--- src/hw/gcp_pkg.sv ---
// Package for the global configuration and pull reference register bank.
// Assumes a single AHB-Lite slave port decoding the low 12 address bits, upper address bits zero.
package gcp_pkg;

    // ************************************************************
    // Register byte offsets
    // ************************************************************
    localparam int unsigned GCP_ADDR_W          = 12;
    localparam logic [11:0] GCP_OFS_ERR_STATUS  = 12'h388;
    localparam logic [11:0] GCP_OFS_DIO_STATUS  = 12'h38c;
    localparam logic [11:0] GCP_OFS_GLOBAL_CFG  = 12'h398;
    localparam logic [11:0] GCP_OFS_DIO_PULL    = 12'h39c;
    localparam logic [11:0] GCP_OFS_REAR_PULL   = 12'h3a0;
    localparam logic [11:0] GCP_OFS_ERR_ENABLE  = 12'h3b0;
    localparam logic [11:0] GCP_OFS_DIO_ENABLE  = 12'h3b4;

    // ************************************************************
    // Field positions and reset values
    // ************************************************************
    localparam int unsigned GCP_ENDIAN_BIT      = 0;
    localparam int unsigned GCP_ACK_MODE_BIT    = 1;
    localparam int unsigned GCP_PULL_LSB        = 0;
    localparam int unsigned GCP_PULL_W          = 2;
    localparam logic        GCP_ENDIAN_RST      = 1'h0;
    localparam logic        GCP_ACK_MODE_RST    = 1'h0;
    localparam logic [1:0]  GCP_PULL_RST        = 2'h0;
    localparam int unsigned GCP_ERR_W_DEF       = 4;
    localparam int unsigned GCP_DIO_W_DEF       = 20;
    localparam int unsigned GCP_SAMPLE_W        = 16;

    // ************************************************************
    // Pull reference codes and bus encodings
    // ************************************************************
    localparam logic [1:0]  GCP_PULL_FLOAT      = 2'h0;
    localparam logic [1:0]  GCP_PULL_5V         = 2'h1;
    localparam logic [1:0]  GCP_PULL_3V3        = 2'h2;
    localparam logic [1:0]  GCP_PULL_GND        = 2'h3;
    localparam logic        GCP_ACK_WRITE       = 1'h0;
    localparam logic        GCP_ACK_READ        = 1'h1;
    localparam logic [2:0]  GCP_HSIZE_WORD      = 3'h2;
    localparam logic        GCP_HRESP_OKAY      = 1'h0;

    // Register selected by an address phase
    typedef enum logic [2:0] {
        GCP_SEL_NONE,
        GCP_SEL_ERR_STATUS,
        GCP_SEL_DIO_STATUS,
        GCP_SEL_GLOBAL_CFG,
        GCP_SEL_DIO_PULL,
        GCP_SEL_REAR_PULL,
        GCP_SEL_ERR_ENABLE,
        GCP_SEL_DIO_ENABLE
    } gcp_sel_t;

    // Data phase state of the bus slave
    typedef enum logic [1:0] {
        GCP_DPH_IDLE,
        GCP_DPH_WRITE,
        GCP_DPH_RD_WAIT,
        GCP_DPH_RD_DONE
    } gcp_dph_t;

endpackage

--- src/hw/gcp_status_unit.sv ---
// One sticky interrupt status register with per-bit enables.
// Assumes the caller computes the clear mask for the chosen ack mode.
`timescale 1ns/100ps

module gcp_status_unit #(
    parameter int unsigned WIDTH = 4
) (
    input  wire logic             ref_clk_i,
    input  wire logic             resetn_i,
    input  wire logic [WIDTH-1:0] event_i,
    input  wire logic [WIDTH-1:0] enable_i,
    input  wire logic [WIDTH-1:0] clear_i,
    output logic      [WIDTH-1:0] status_o
);

    // ************************************************************
    // Parameter check
    // ************************************************************
    if (WIDTH < 1 || WIDTH > 32) begin : g_bad_width
        $error("gcp_status_unit: WIDTH must be 1 to 32");
    end

    typedef struct packed {
        logic [WIDTH-1:0] status;
    } gcp_stat_state_t;

    gcp_stat_state_t st_r;
    gcp_stat_state_t st_nxt;

    // ************************************************************
    // Next state
    // ************************************************************
    // Set beats clear: event in a clearing cycle stays
    always_comb begin
        st_nxt        = st_r;
        st_nxt.status = (st_r.status & ~clear_i)
                      | (event_i & enable_i);
    end

    // Register update
    always_ff @(posedge ref_clk_i) begin
        if (!resetn_i) begin
            st_r <= '0;
        end else begin
            st_r <= st_nxt;
        end
    end

    assign status_o = st_r.status;

endmodule // gcp_status_unit

--- src/hw/gcp_regs.sv ---
// Global configuration and pull reference register bank, AHB-Lite slave.
// Assumes one bus master, hready fed back from hreadyout, word accesses.
//
// The AHB-Lite register port was chosen for this implementation.
`timescale 1ns/100ps

// Behaviour
// - Config bit 1 picks ack mode, reset 0
// - Write-clear mode: written ones clear status bits
// - Read-clear mode: read returns then clears bits
// - Config bit 0 picks DMA byte order
// - Order bit 0: low byte first
// - Order bit 1: high byte first
// - Digital line pull field, bits 1:0
// - Digital line pull resets to floating
// - Rear connector pull field, same coding
// - Pull codes driven to board switches
// - Enabled events set sticky status bits
module gcp_regs #(
    parameter int unsigned ERR_W = gcp_pkg::GCP_ERR_W_DEF,
    parameter int unsigned DIO_W = gcp_pkg::GCP_DIO_W_DEF
) (
    input  wire logic                            ref_clk_i,
    input  wire logic                            resetn_i,
    // AHB-Lite slave
    input  wire logic                            hsel_i,
    input  wire logic [31:0]                     haddr_i,
    input  wire logic [1:0]                      htrans_i,
    input  wire logic                            hwrite_i,
    input  wire logic [2:0]                      hsize_i,
    input  wire logic [31:0]                     hwdata_i,
    input  wire logic                            hready_i,
    output logic      [31:0]                     hrdata_o,
    output logic                                 hreadyout_o,
    output logic                                 hresp_o,
    // Interrupt sources
    input  wire logic [ERR_W-1:0]                err_event_i,
    input  wire logic [DIO_W-1:0]                dio_event_i,
    // DMA sample path
    input  wire logic [gcp_pkg::GCP_SAMPLE_W-1:0] dma_sample_i,
    input  wire logic                            dma_sample_valid_i,
    output logic      [gcp_pkg::GCP_SAMPLE_W-1:0] dma_host_data_o,
    output logic                                 dma_host_valid_o,
    // Board pull reference switching
    output logic      [1:0]                      digital_line_pull_ref_o,
    output logic      [1:0]                      rear_connector_pull_ref_o
);

    // ************************************************************
    // Parameter checks
    // ************************************************************
    if (ERR_W < 1 || ERR_W > 32) begin : g_bad_err_w
        $error("gcp_regs: ERR_W must be 1 to 32");
    end
    if (DIO_W < 1 || DIO_W > 32) begin : g_bad_dio_w
        $error("gcp_regs: DIO_W must be 1 to 32");
    end

    // ************************************************************
    // Helper functions
    // ************************************************************
    // Address to register select
    function automatic gcp_pkg::gcp_sel_t gcp_decode(
        input logic [31:0] addr
    );
        logic [gcp_pkg::GCP_ADDR_W-1:0] ofs;
        gcp_pkg::gcp_sel_t              sel;
        ofs = addr[gcp_pkg::GCP_ADDR_W-1:0];
        sel = gcp_pkg::GCP_SEL_NONE;
        if (addr[31:gcp_pkg::GCP_ADDR_W] == '0) begin
            case (ofs)
                gcp_pkg::GCP_OFS_ERR_STATUS: sel = gcp_pkg::GCP_SEL_ERR_STATUS;
                gcp_pkg::GCP_OFS_DIO_STATUS: sel = gcp_pkg::GCP_SEL_DIO_STATUS;
                gcp_pkg::GCP_OFS_GLOBAL_CFG: sel = gcp_pkg::GCP_SEL_GLOBAL_CFG;
                gcp_pkg::GCP_OFS_DIO_PULL:   sel = gcp_pkg::GCP_SEL_DIO_PULL;
                gcp_pkg::GCP_OFS_REAR_PULL:  sel = gcp_pkg::GCP_SEL_REAR_PULL;
                gcp_pkg::GCP_OFS_ERR_ENABLE: sel = gcp_pkg::GCP_SEL_ERR_ENABLE;
                gcp_pkg::GCP_OFS_DIO_ENABLE: sel = gcp_pkg::GCP_SEL_DIO_ENABLE;
                default:                     sel = gcp_pkg::GCP_SEL_NONE;
            endcase
        end
        return sel;
    endfunction

    // Host byte order; bits 7:0 at lower address
    function automatic logic [gcp_pkg::GCP_SAMPLE_W-1:0] gcp_order(
        input logic [gcp_pkg::GCP_SAMPLE_W-1:0] smp,
        input logic                             big
    );
        logic [gcp_pkg::GCP_SAMPLE_W-1:0] res;
        res = smp;
        if (big) begin
            res = {smp[7:0], smp[15:8]};
        end
        return res;
    endfunction

    // ************************************************************
    // State
    // ************************************************************
    typedef struct packed {
        gcp_pkg::gcp_dph_t               dph;
        gcp_pkg::gcp_sel_t               sel;
        logic                            ack_mode;
        logic                            endian;
        logic [1:0]                      dio_pull;
        logic [1:0]                      rear_pull;
        logic [ERR_W-1:0]                err_en;
        logic [DIO_W-1:0]                dio_en;
        logic [31:0]                     rdata;
        logic [gcp_pkg::GCP_SAMPLE_W-1:0] dma_data;
        logic                            dma_valid;
    } gcp_state_t;

    gcp_state_t st_r;
    gcp_state_t st_nxt;

    // Status unit hookups
    logic [ERR_W-1:0] err_status;
    logic [DIO_W-1:0] dio_status;
    logic [ERR_W-1:0] err_clear;
    logic [DIO_W-1:0] dio_clear;

    // Bus qualifiers
    logic addr_take;
    logic wr_now;
    logic rd_now;

    // ************************************************************
    // Status registers
    // ************************************************************
    gcp_status_unit #(
        .WIDTH (ERR_W)
    ) u_err_status (
        .ref_clk_i (ref_clk_i),
        .resetn_i  (resetn_i),
        .event_i   (err_event_i),
        .enable_i  (st_r.err_en),
        .clear_i   (err_clear),
        .status_o  (err_status)
    );

    gcp_status_unit #(
        .WIDTH (DIO_W)
    ) u_dio_status (
        .ref_clk_i (ref_clk_i),
        .resetn_i  (resetn_i),
        .event_i   (dio_event_i),
        .enable_i  (st_r.dio_en),
        .clear_i   (dio_clear),
        .status_o  (dio_status)
    );

    // ************************************************************
    // Bus qualifiers
    // ************************************************************
    // Only whole-word transfers count
    assign addr_take = hsel_i & htrans_i[1] & hready_i
                     & (hsize_i == gcp_pkg::GCP_HSIZE_WORD);
    assign wr_now    = (st_r.dph == gcp_pkg::GCP_DPH_WRITE);
    assign rd_now    = (st_r.dph == gcp_pkg::GCP_DPH_RD_WAIT);

    // ************************************************************
    // Interrupt acknowledge
    // ************************************************************
    // Clear written ones, or what a read returned
    always_comb begin
        err_clear = '0;
        dio_clear = '0;
        if (st_r.ack_mode == gcp_pkg::GCP_ACK_WRITE) begin
            if (wr_now && st_r.sel == gcp_pkg::GCP_SEL_ERR_STATUS) begin
                err_clear = hwdata_i[ERR_W-1:0];
            end
            if (wr_now && st_r.sel == gcp_pkg::GCP_SEL_DIO_STATUS) begin
                dio_clear = hwdata_i[DIO_W-1:0];
            end
        end else begin
            if (rd_now && st_r.sel == gcp_pkg::GCP_SEL_ERR_STATUS) begin
                err_clear = err_status;
            end
            if (rd_now && st_r.sel == gcp_pkg::GCP_SEL_DIO_STATUS) begin
                dio_clear = dio_status;
            end
        end
    end

    // ************************************************************
    // Next state
    // ************************************************************
    always_comb begin
        st_nxt = st_r;

        // Writes; reserved bits not stored
        if (wr_now) begin
            case (st_r.sel)
                gcp_pkg::GCP_SEL_GLOBAL_CFG: begin
                    st_nxt.ack_mode = hwdata_i[gcp_pkg::GCP_ACK_MODE_BIT];
                    st_nxt.endian   = hwdata_i[gcp_pkg::GCP_ENDIAN_BIT];
                end
                gcp_pkg::GCP_SEL_DIO_PULL: begin
                    st_nxt.dio_pull =
                        hwdata_i[gcp_pkg::GCP_PULL_LSB +: gcp_pkg::GCP_PULL_W];
                end
                gcp_pkg::GCP_SEL_REAR_PULL: begin
                    st_nxt.rear_pull =
                        hwdata_i[gcp_pkg::GCP_PULL_LSB +: gcp_pkg::GCP_PULL_W];
                end
                gcp_pkg::GCP_SEL_ERR_ENABLE: begin
                    st_nxt.err_en = hwdata_i[ERR_W-1:0];
                end
                gcp_pkg::GCP_SEL_DIO_ENABLE: begin
                    st_nxt.dio_en = hwdata_i[DIO_W-1:0];
                end
                default: begin
                    st_nxt.ack_mode = st_r.ack_mode;
                end
            endcase
        end

        // Data phase sequencing
        case (st_r.dph)
            gcp_pkg::GCP_DPH_RD_WAIT: begin
                // Read data sampled one cycle late so a write just before
                // is already visible; costs one wait state per read
                st_nxt.rdata = '0;
                case (st_r.sel)
                    gcp_pkg::GCP_SEL_ERR_STATUS:
                        st_nxt.rdata[ERR_W-1:0] = err_status;
                    gcp_pkg::GCP_SEL_DIO_STATUS:
                        st_nxt.rdata[DIO_W-1:0] = dio_status;
                    gcp_pkg::GCP_SEL_GLOBAL_CFG: begin
                        st_nxt.rdata[gcp_pkg::GCP_ACK_MODE_BIT] = st_r.ack_mode;
                        st_nxt.rdata[gcp_pkg::GCP_ENDIAN_BIT]   = st_r.endian;
                    end
                    gcp_pkg::GCP_SEL_DIO_PULL:
                        st_nxt.rdata[gcp_pkg::GCP_PULL_LSB +: gcp_pkg::GCP_PULL_W] =
                            st_r.dio_pull;
                    gcp_pkg::GCP_SEL_REAR_PULL:
                        st_nxt.rdata[gcp_pkg::GCP_PULL_LSB +: gcp_pkg::GCP_PULL_W] =
                            st_r.rear_pull;
                    gcp_pkg::GCP_SEL_ERR_ENABLE:
                        st_nxt.rdata[ERR_W-1:0] = st_r.err_en;
                    gcp_pkg::GCP_SEL_DIO_ENABLE:
                        st_nxt.rdata[DIO_W-1:0] = st_r.dio_en;
                    default:
                        st_nxt.rdata = '0;              // Unmapped reads zero
                endcase
                st_nxt.dph = gcp_pkg::GCP_DPH_RD_DONE;
            end
            gcp_pkg::GCP_DPH_IDLE,
            gcp_pkg::GCP_DPH_WRITE,
            gcp_pkg::GCP_DPH_RD_DONE: begin
                // hready is high here, so a new address phase may be taken
                if (addr_take) begin
                    st_nxt.sel = gcp_decode(haddr_i);
                    st_nxt.dph = hwrite_i ? gcp_pkg::GCP_DPH_WRITE
                                          : gcp_pkg::GCP_DPH_RD_WAIT;
                end else begin
                    st_nxt.sel = gcp_pkg::GCP_SEL_NONE;
                    st_nxt.dph = gcp_pkg::GCP_DPH_IDLE;
                end
            end
            default: begin
                st_nxt.dph = gcp_pkg::GCP_DPH_IDLE;
            end
        endcase

        // DMA reorder, one cycle
        st_nxt.dma_valid = dma_sample_valid_i;
        if (dma_sample_valid_i) begin
            st_nxt.dma_data = gcp_order(dma_sample_i, st_r.endian);
        end
    end

    // ************************************************************
    // State register
    // ************************************************************
    always_ff @(posedge ref_clk_i) begin
        if (!resetn_i) begin
            st_r.dph       <= gcp_pkg::GCP_DPH_IDLE;
            st_r.sel       <= gcp_pkg::GCP_SEL_NONE;
            st_r.ack_mode  <= gcp_pkg::GCP_ACK_MODE_RST;
            st_r.endian    <= gcp_pkg::GCP_ENDIAN_RST;
            st_r.dio_pull  <= gcp_pkg::GCP_PULL_RST;
            st_r.rear_pull <= gcp_pkg::GCP_PULL_RST;
            st_r.err_en    <= '0;
            st_r.dio_en    <= '0;
            st_r.rdata     <= '0;
            st_r.dma_data  <= '0;
            st_r.dma_valid <= 1'h0;
        end else begin
            st_r <= st_nxt;
        end
    end

    // ************************************************************
    // Outputs
    // ************************************************************
    // Wait state in first read data cycle
    assign hreadyout_o = (st_r.dph != gcp_pkg::GCP_DPH_RD_WAIT);
    assign hresp_o     = gcp_pkg::GCP_HRESP_OKAY;
    assign hrdata_o    = st_r.rdata;

    // Board switching follows stored codes
    assign digital_line_pull_ref_o   = st_r.dio_pull;
    assign rear_connector_pull_ref_o = st_r.rear_pull;

    assign dma_host_data_o  = st_r.dma_data;
    assign dma_host_valid_o = st_r.dma_valid;

endmodule // gcp_regs

--- config.mk ---
export PLATFORM = sky130hd
export DESIGN_NAME = gcp_regs
export DESIGN_NICKNAME = d
export VERILOG_FILES = /design/src/hw/gcp_pkg.sv /design/src/hw/gcp_status_unit.sv /design/src/hw/gcp_regs.sv
export SDC_FILE = /design/constraint.sdc
export NUM_CORES = 1
export LEC_CHECK = 0
export ABC_AREA = 1
export BUFFER_PORTS_ARGS = -buffer_cell sky130_fd_sc_hd__buf_2
export CORE_MARGIN = 2
export CORE_UTILIZATION = 47
export DETAILED_ROUTE_END_ITERATION = 8
export GPL_ROUTABILITY_DRIVEN = 0
export PLACE_DENSITY_LB_ADDON = 0.2
export SLEW_MARGIN = 5
export SYNTH_ARGS = -nofsm -noshare
export SYNTH_HDL_FRONTEND = slang
export SYNTH_SLANG_ARGS = --single-unit
--- constraint.sdc ---
create_clock -name ref_clk_i -period 3.25 [get_ports ref_clk_i]
set_input_delay 0.65 -clock ref_clk_i [delete_from_list [all_inputs] [get_ports ref_clk_i]]
set_output_delay 0.65 -clock ref_clk_i [all_outputs]
set_load 0.005 [all_outputs]
=== Word-level counts from Yosys, hierarchy flattened ===
Cells that the tools add are included.

* Register bits after elaboration: 96
* Output and inout port bits: 55

* Equal/unequal tests: 19
* Multiplexer cells: 15
* Bitwise operators: 11
* Reduce and logical (&&, ||, !) cells: 12

{| class="wikitable"
|+ Operator list
! cell !! number
|-
| $eq A12 B10 Y1 const B || 7
|-
| $mux W20 || 3
|-
| $and A20 B20 Y20 || 2
|-
| $pmux W16 S2 || 1
|-
| $pmux W3 S7 || 1
|-
| $logic_not A20 Y1 || 1
|-
| $not A20 Y20 || 1
|-
| $or A20 B20 Y20 || 1
|-
| $mux W16 || 1
|-
| $pmux W2 S7 || 1
|-
| $eq A3 B3 Y1 const B || 4
|-
| $mux W4 || 3
|-
| $reduce_and A2 Y1 || 5
|-
| $eq A3 B2 Y1 const B || 3
|-
| $and A4 B4 Y4 || 2
|-
| $pmux W2 S4 || 1
|-
| $mux W5 || 1
|-
| $eq A2 B2 Y1 const B || 2
|-
| $logic_and A1 B1 Y1 || 4
|-
| $not A4 Y4 || 1
|-
| $or A4 B4 Y4 || 1
|-
| $pmux W2 S2 || 1
|-
| $and A1 B1 Y1 || 3
|-
| $eq A3 B1 Y1 const B || 1
|-
| 6 further kinds || 6
|}

=== Logic depth before layout (Yosys ltp) ===
Gate-level depths: netlist (run 1).

* Depth in word-level cells: 7
* Gate-level depth with buffers: 10
* Mapped depth without buffers: 9

=== Hierarchy ===
From an unflattened synthesis (run 1), not the netlist that was laid out.

* Cells, all modules: 716
* Area total of the unflattened synthesis: 4933.5 sq um

{| class="wikitable"
|+ By module, submodules not included
! module !! times used !! cells an instance !! area an instance (sq um)
|-
| gcp_regs || 1 || 592 || 3957.5
|-
| gcp_status_unit at u_dio_status || 1 || 103 || 827.0
|-
| gcp_status_unit at u_err_status || 1 || 21 || 148.9
|}

=== Worst setup path before layout (run 1) ===
OpenSTA, ideal clock, no wires.

* Path type: in2reg
* From: input port resetn_i
* To: register st_r (netlist bit hrdata_o[1])
* Library setup time: 0.132 ns
* Arrival time: 1.334 ns
* Data required time: 3.118 ns
* Setup slack: 1.784 ns
* Cell stages on the path: 4
* Buffers on the path: 2
* Cell sequence: inv_1 > clkbuf_1 > clkbuf_1 > a21oi_1

{| class="wikitable"
|+ RTL lines
! what !! line !! source
|-
| start, declared || gcp_regs.sv:24 || <nowiki>input wire logic resetn_i,</nowiki>
|-
| end signal, assigned || gcp_regs.sv:292 || <nowiki>st_r <= st_nxt;</nowiki>
|-
| end, declared || gcp_regs.sv:115 || <nowiki>gcp_state_t st_r;</nowiki>
|}

No word-level cell between the ends.

=== Final worst setup path (run 1) ===
* From: register st_r[83] (netlist name)
* To: register u_dio_status.st_r (netlist bit u_dio_status.status_o[2])

* Longest elaborated chain between the ends: 7
* Elaborated cells on any way between the ends: 10
* Those cells by class: eq/ne: 2; mux: 3; bitwise: 3; reduce/logical: 2

{| class="wikitable"
|+ RTL lines
! what !! line !! source
|-
| $eq A2 B1 Y1 / $eq A2 B2 Y1 (equally long branches) || gcp_regs.sv:160, gcp_regs.sv:161 ||
|-
| $logic_and A1 B1 Y1, on equally long branches || gcp_regs.sv:174, gcp_regs.sv:181 ||
|-
| $mux W20, on equally long branches || gcp_regs.sv:174, gcp_regs.sv:181 ||
|-
| $mux W20 * || gcp_regs.sv:170 || <nowiki>if (st_r.ack_mode == gcp_pkg::GCP_ACK_WRITE) begin</nowiki>
|-
| $not A20 Y20 * || gcp_status_unit.sv:36 || <nowiki>st_nxt.status = (st_r.status & ~clear_i)</nowiki>
|-
| $and A20 B20 Y20 * || gcp_status_unit.sv:36 ||
|-
| $or A20 B20 Y20 * || gcp_status_unit.sv:37 || <nowiki>| (event_i & enable_i);</nowiki>
|-
| end signal, assigned || gcp_status_unit.sv:45 || <nowiki>st_r <= st_nxt;</nowiki>
|-
| end, declared || gcp_status_unit.sv:27 || <nowiki>gcp_stat_state_t st_r;</nowiki>
|}

Every way passes the cells marked *; elsewhere a longest branch is shown, timed or not.
A chain may end at the register's enable or synchronous reset.

==> results.toml, run 1 <==
[synth]
syn_area_per_cell_sq_um = 7.07
synth_edf_count = 0
synth_flop_cell = "dfxtp_1"
synth_warnings = 0
synthArstFlopShare_pct = 0
synth.ff_latch_count = 96
synth_area_leaders = "dfxtp_1 (42%), nand2_1 (14%), buf_4 (8.8%), nor2_1 (5.9%), o21ai_0 (5.6%)"
synth_top_area_share_pct = 41.8
synth_top_area_cell = "dfxtp_1"
synth-seq-area-share_pct = 41.8
synth_area_sq_mm = 0.00460
syn_inst = 650
synthDistinctLibCells = 29

[sta]
finClkSkew_ns = 0.0122
period_share_pct = 73.6
finalCriticalPeriod_ns = 2.39
tightest_slew_ns = 0.783
rsz0062_at_grt = "false"
hold_viol_final = 0
fin_tns_setup_ns = 0
relSlewSlack_pct = 47.7
setup_viol = 0
slew_violations = 0
clock.fmax_mhz = 418

[die]
start_util_pct = 47.7
io_pins = 170
die_h_microns = 103
core_sq_mm = 0.00964
die-width_microns = 103
dieArea_sq_mm = 0.0106
core.rowCount = 36

[clock_network]
clkSinkCount = 96
cts_hold_buf = 0
cts_root_buf = "clkbuf_8"
post-cts-setup-buffers = 0
cts_tree = "built"
htreeDepth = 3
clockBufferDepth = 2
post_cts_resized = 0
clk_pin_slew_ns = 0.09
numCtsBuffers = 9
insertion_delay_ns = 0.36

[setup_path]
crit_path_max_incr_delay_ns = 0.60
crit_fanout = 24
crit_family = "simple AND/OR/NAND/NOR gates"
worst_setup_path_end_kind = "flip-flop"
crit_required_ns = 3.47
worst-path-buf-inv = 2
worstPathArrival_ns = 2.62
slowest_stage = "nand2_1"
critPathLaunchType = "flip-flop"
crit_path_cell_trace = "inv_1, nor2_4, inv_2, nor2_4, nand2_1, nand3_1, a21oi_1"
worstSetupPathType = "reg -> reg"
crit_top_cell = "nor2_4"

[route]
wl_met1_microns = 5080
num_vias = 4353
routed_wl_microns = 11300
viasPerCell = 4.97
routed-wl-met2_microns = 5280
drt_iter0_markers = 142
dr.pass1.iters = 5
met3_length_microns = 775
drcViolationCount = 0
wire_per_inst_microns = 12.9
ant_nets = 0
highest_layer = "met4"

[place]
detailed_place_hpwl_microns = 7960
portBuffers = 143
place_area_sq_mm = 0.00503

[power]
p_int_w = 0.00156
p_sw_share_pct = 24.4
power_switching_w = 0.000504
sequentialPowerShare_pct = 57.9
powerDensity_mw_per_mm2 = 397
vdd.ir_drop.worst_uv = 161
p_leak_nw = 2.27
clkPwrFrac_pct = 34.3
power.share.combinational_pct = 7.8

[run]
cap_violations = 0

[global_routing]
grt_overflow_total = 0
grt_usage_pct = 21.5
grt_pass1_wl_microns = 18100
grt_max_degree = 48
grt_pass1_vias = 4021
antenna_found_initial = 0

[min_path]
hold_path.class = "reg -> reg"

[finish]
diodes = 0
n_fill_cell = 998
fin_nets = 853
drive_gt1_share_pct = 23.5
synthToLayoutAreaGrowth_pct = 13.1
fin_area_sq_mm = 0.00520

[outcome]
outcome = "finished clean"
layout by cell type (no fill, tap or decap), drive strengths merged, types with 9 or more instances in the layout:
master / n
inv: 44
clkbuf: 11
nand2: 167
nor2: 76
dfxtp: 96
o211ai: 9
conb: 13
a21oi: 46
buf: 146
o21ai: 52
nand3: 35
a31oi: 32
registers in the layout, indices dropped and copies added (netlist names):
register / flops
dma_host_data_o: 16
digital_line_pull_ref_o: 2
u_err_status.status_o: 4
rear_connector_pull_ref_o: 2
u_dio_status.status_o: 20
st_r: 31
dma_host_valid_o: 1
hrdata_o: 20
per-layer routing:
metal,track usage [%],up-vias
met1,27.4,1955
met2,36.5,151
met4,8.20,0
met5,0,-
met3,3.53,14
li1,-,2233
cell families after synthesis:
group,after synthesis,synth area share (%)
other,1,0.0816
AOI/OAI and AO/OA,140,16.6
buffers and inverters,125,15.1
and+or+nand+nor,288,26.4
DFF,96,41.8
cell usage after synthesis, types with 3 or more instances:
library cell	n
nand2_1	166
dfxtp_1	96
nor2_1	72
buf_4	54
o21ai_0	51
a21oi_1	46
inv_1	38
nand3_1	33
a31oi_1	32
clkbuf_1	18
o211ai_1	9
buf_2	6
inv_2	5
nand4_1	5
nor2_4	3
worst reg2reg max path, stage by stage, from the launching register on:
cell     delay (ns)
dfxtp_1        0.31
inv_1          0.07
nor2_4         0.21
inv_2          0.26
nor2_4         0.46
nand2_1        0.60
nand3_1        0.28
a21oi_1        0.08
layout make-up:
type	count	area (sq um)	share of cell area [%]
timing repair buffer	146	751	14.4
multi-input combinational	441	2030	38.9
tap	133	166	3.20
sequential	96	1920	36.9
clock inverter	4	30.0	0.577
inverter	44	165	3.18
clock buffer	11	141	2.72
worst paths after layout:
path	startpoint	end	slack, ns	depth (start not counted)
hold / removal	st_r[68]	u_dio_status.status_o[19]	0.46	2
setup reg to reg	st_r[83]	u_dio_status.status_o[2]	0.86	7
hold reg to reg	st_r[68]	u_dio_status.status_o[19]	0.46	2
setup / recovery	st_r[83]	u_dio_status.status_o[2]	0.86	7
through the flow:
stage | std cells | utilization (%) | setup slack, ns | hold WS (ns) | total power (W)
final | 875 | 54.0 | 0.857 | 0.458 | 0.00207
after CTS | 875 | 54.0 | 0.825 | 0.465 | 0.00209
after global placement | 860 | 52.2 | 0.825 | 0.452 | 0.00138
after floorplan | 662 | - | 1.78 | 0.436 | 0.00131
after detailed placement | 860 | 52.2 | 0.825 | 0.457 | 0.00139
after global routing | 875 | 54.0 | 0.618 | 0.494 | 0.00216
power by group through the flow:
stage | combinational [W] | sequential, W | clock (W)
2_1_floorplan | 0.0000908 | 0.00122 | 0
3_3_place_gp | 0.000158 | 0.00122 | 0
3_5_place_dp | 0.000162 | 0.00122 | 0
4_1_cts | 0.000162 | 0.00120 | 0.000733
5_1_grt | 0.000181 | 0.00120 | 0.000780
6_report | 0.000162 | 0.00120 | 0.000709
Power figures use the tool's default switching activity.
==> run 2: changes to the inputs <==
- clock period: 3.25 -> 2.3 ns (I/O delays scaled with it)
==> run 2 against run 1 <==
Die area stayed put. Clock power is 48% higher. Worst setup slack worse by 0.30 ns. Sequential power is 41% higher. Power is 44% higher. Critical endpoint is now hreadyout_o. Largest cell class unchanged.
==> results.toml, run 2 (synthesis results as in run 1) <==
[outcome]
outcome = "finished clean"

[die]
dieArea_sq_mm = 0.0106
die-width_microns = 103
die_h_microns = 103
start_util_pct = 47.7
io_pins = 170
core.rowCount = 36
core_sq_mm = 0.00964

[clock_network]
clkSinkCount = 96
clk_pin_slew_ns = 0.10
numCtsBuffers = 9
cts_tree = "built"
clockBufferDepth = 2
post-cts-setup-buffers = 0
cts_root_buf = "clkbuf_8"
post_cts_resized = 0
insertion_delay_ns = 0.36
cts_hold_buf = 0
htreeDepth = 3

[power]
p_int_w = 0.00220
power.share.combinational_pct = 7.6
sequentialPowerShare_pct = 56.9
powerDensity_mw_per_mm2 = 564
p_leak_nw = 2.31
vdd.ir_drop.worst_uv = 297
clkPwrFrac_pct = 35.5
p_total_w = 0.00297
p_sw_share_pct = 25.8
power_switching_w = 0.000768

[finish]
layout_commonest_cell = "nand2_1"
n_fill_cell = 1018
final_cell_mix = "nand2_1 (166), buf_2 (143), dfxtp_1 (96)"
drive_gt1_share_pct = 24.4
largest_register = "st_r"
largest_reg_flops = 31
synthToLayoutAreaGrowth_pct = 14.7
diodes = 0
fin_nets = 860

[route]
num_vias = 4406
drt_iter0_markers = 176
viasPerCell = 4.99
ant_nets = 0
wire_per_inst_microns = 12.8
routed_wl_microns = 11300
drcViolationCount = 0
dr.pass1.iters = 4

[sta]
period_share_pct = 75.9
hold_viol_final = 0
finalCriticalPeriod_ns = 1.75
tightest_slew_ns = 0.614
slew_violations = 0
relSlewSlack_pct = 59.0
fin_tns_setup_ns = 0
holdWs_ns = 0.330
setup_slack_ns = 0.555
finClkSkew_ns = 0.0124
clock.fmax_mhz = 573
setup_viol = 0
rsz0062_at_grt = "false"

[global_routing]
grt_pass1_wl_microns = 17900
grt_overflow_total = 0
grtUsageMet1_pct = 27.5
grt_use_met2_pct = 35.6
top_usage_layer = "met2"
grt_max_degree = 34
global_route.usage.met3_pct = 2.92
grt_pass1_vias = 3976
antenna_found_initial = 0
grt_usage_pct = 21.0

[setup_path]
crit_fanout = 10
worst_setup_path_end_kind = "output port"
crit_required_ns = 1.84
worstSetupPathType = "reg -> out"
critPathLaunchType = "flip-flop"
worstPathArrival_ns = 1.29

[place]
preCtsSetupSlack_ns = 0.569
portBuffers = 143
detailed_place_hpwl_microns = 8170

[min_path]
hold_path.class = "in -> reg"

[run]
cap_violations = 0
==> run 2: changes by cell type in the layout (fill, tap and decap cells not counted) <==
cell / before / now
clkbuf_8: 10 / 9
inv_6: 1 / 2
clkbuf_1: 1 / 0
clkinv_8: 0 / 1
buf_4: 2 / 9
inv_8: 0 / 1
==> run 2: final cells by class <==
cell class | count | area, sq um | share of cell area (%)
multi-input combinational | 441 | 2030 | 38.4
sequential | 96 | 1920 | 36.4
timing repair buffer | 153 | 803 | 15.2
tap | 133 | 166 | 3.16
inverter | 44 | 165 | 3.13
clock buffer | 9 | 124 | 2.35
clock inverter | 7 | 66.3 | 1.26
==> run 2: critical path, stage by stage (launching register included) <==
cell and delay, ns:
dfxtp_1 0.32, inv_1 0.07, nor2_4 0.23, inv_2 0.14, buf_2 0.16
==> run 2: path summary, 6_finish.rpt <==
| path | slack [ns] | cells after the start | end | startpoint |
|---|---|---|---|---|
| setup / recovery | 0.55 | 4 | hreadyout_o | st_r[83] |
| hold / removal | 0.33 | 3 | st_r[58] | hwdata_i[9] |
| setup reg to reg | 0.57 | 6 | st_r[49] | st_r[83] |
| hold reg to reg | 0.47 | 2 | u_err_status.status_o[1] | st_r[70] |
==> run 2: routing by layer <==
layer | part of all wire (%) | routed length [microns] | vias up
li1 | - | - | 2252
met2 | 47 | 5260 | 142
met1 | 45 | 5100 | 1997
met5 | 0 | 0 | -
met4 | 1.7 | 196 | 0
met3 | 6.2 | 703 | 15
==> run 2: power by group through the flow <==
stage          Combinational [W]  Clock, W  Sequential [W]
6_report                0.000227   0.00105         0.00169
5_1_grt                 0.000256   0.00115         0.00169
4_1_cts                 0.000228   0.00109         0.00169
3_5_place_dp            0.000227         0         0.00173
3_3_place_gp            0.000222         0         0.00173
2_1_floorplan           0.000128         0         0.00173
==> run 2: through the flow <==
| stage | area [sq um] | util (%) | std cells |
|---|---|---|---|
| 2_1_floorplan | 4640 | - | 662 |
| 3_3_place_gp | 5080 | 52.7 | 867 |
| 3_5_place_dp | 5080 | 52.7 | 867 |
| 4_1_cts | 5270 | 54.7 | 883 |
| 5_1_grt | 5270 | 54.7 | 883 |
| 6_report | 5270 | 54.7 | 883 |
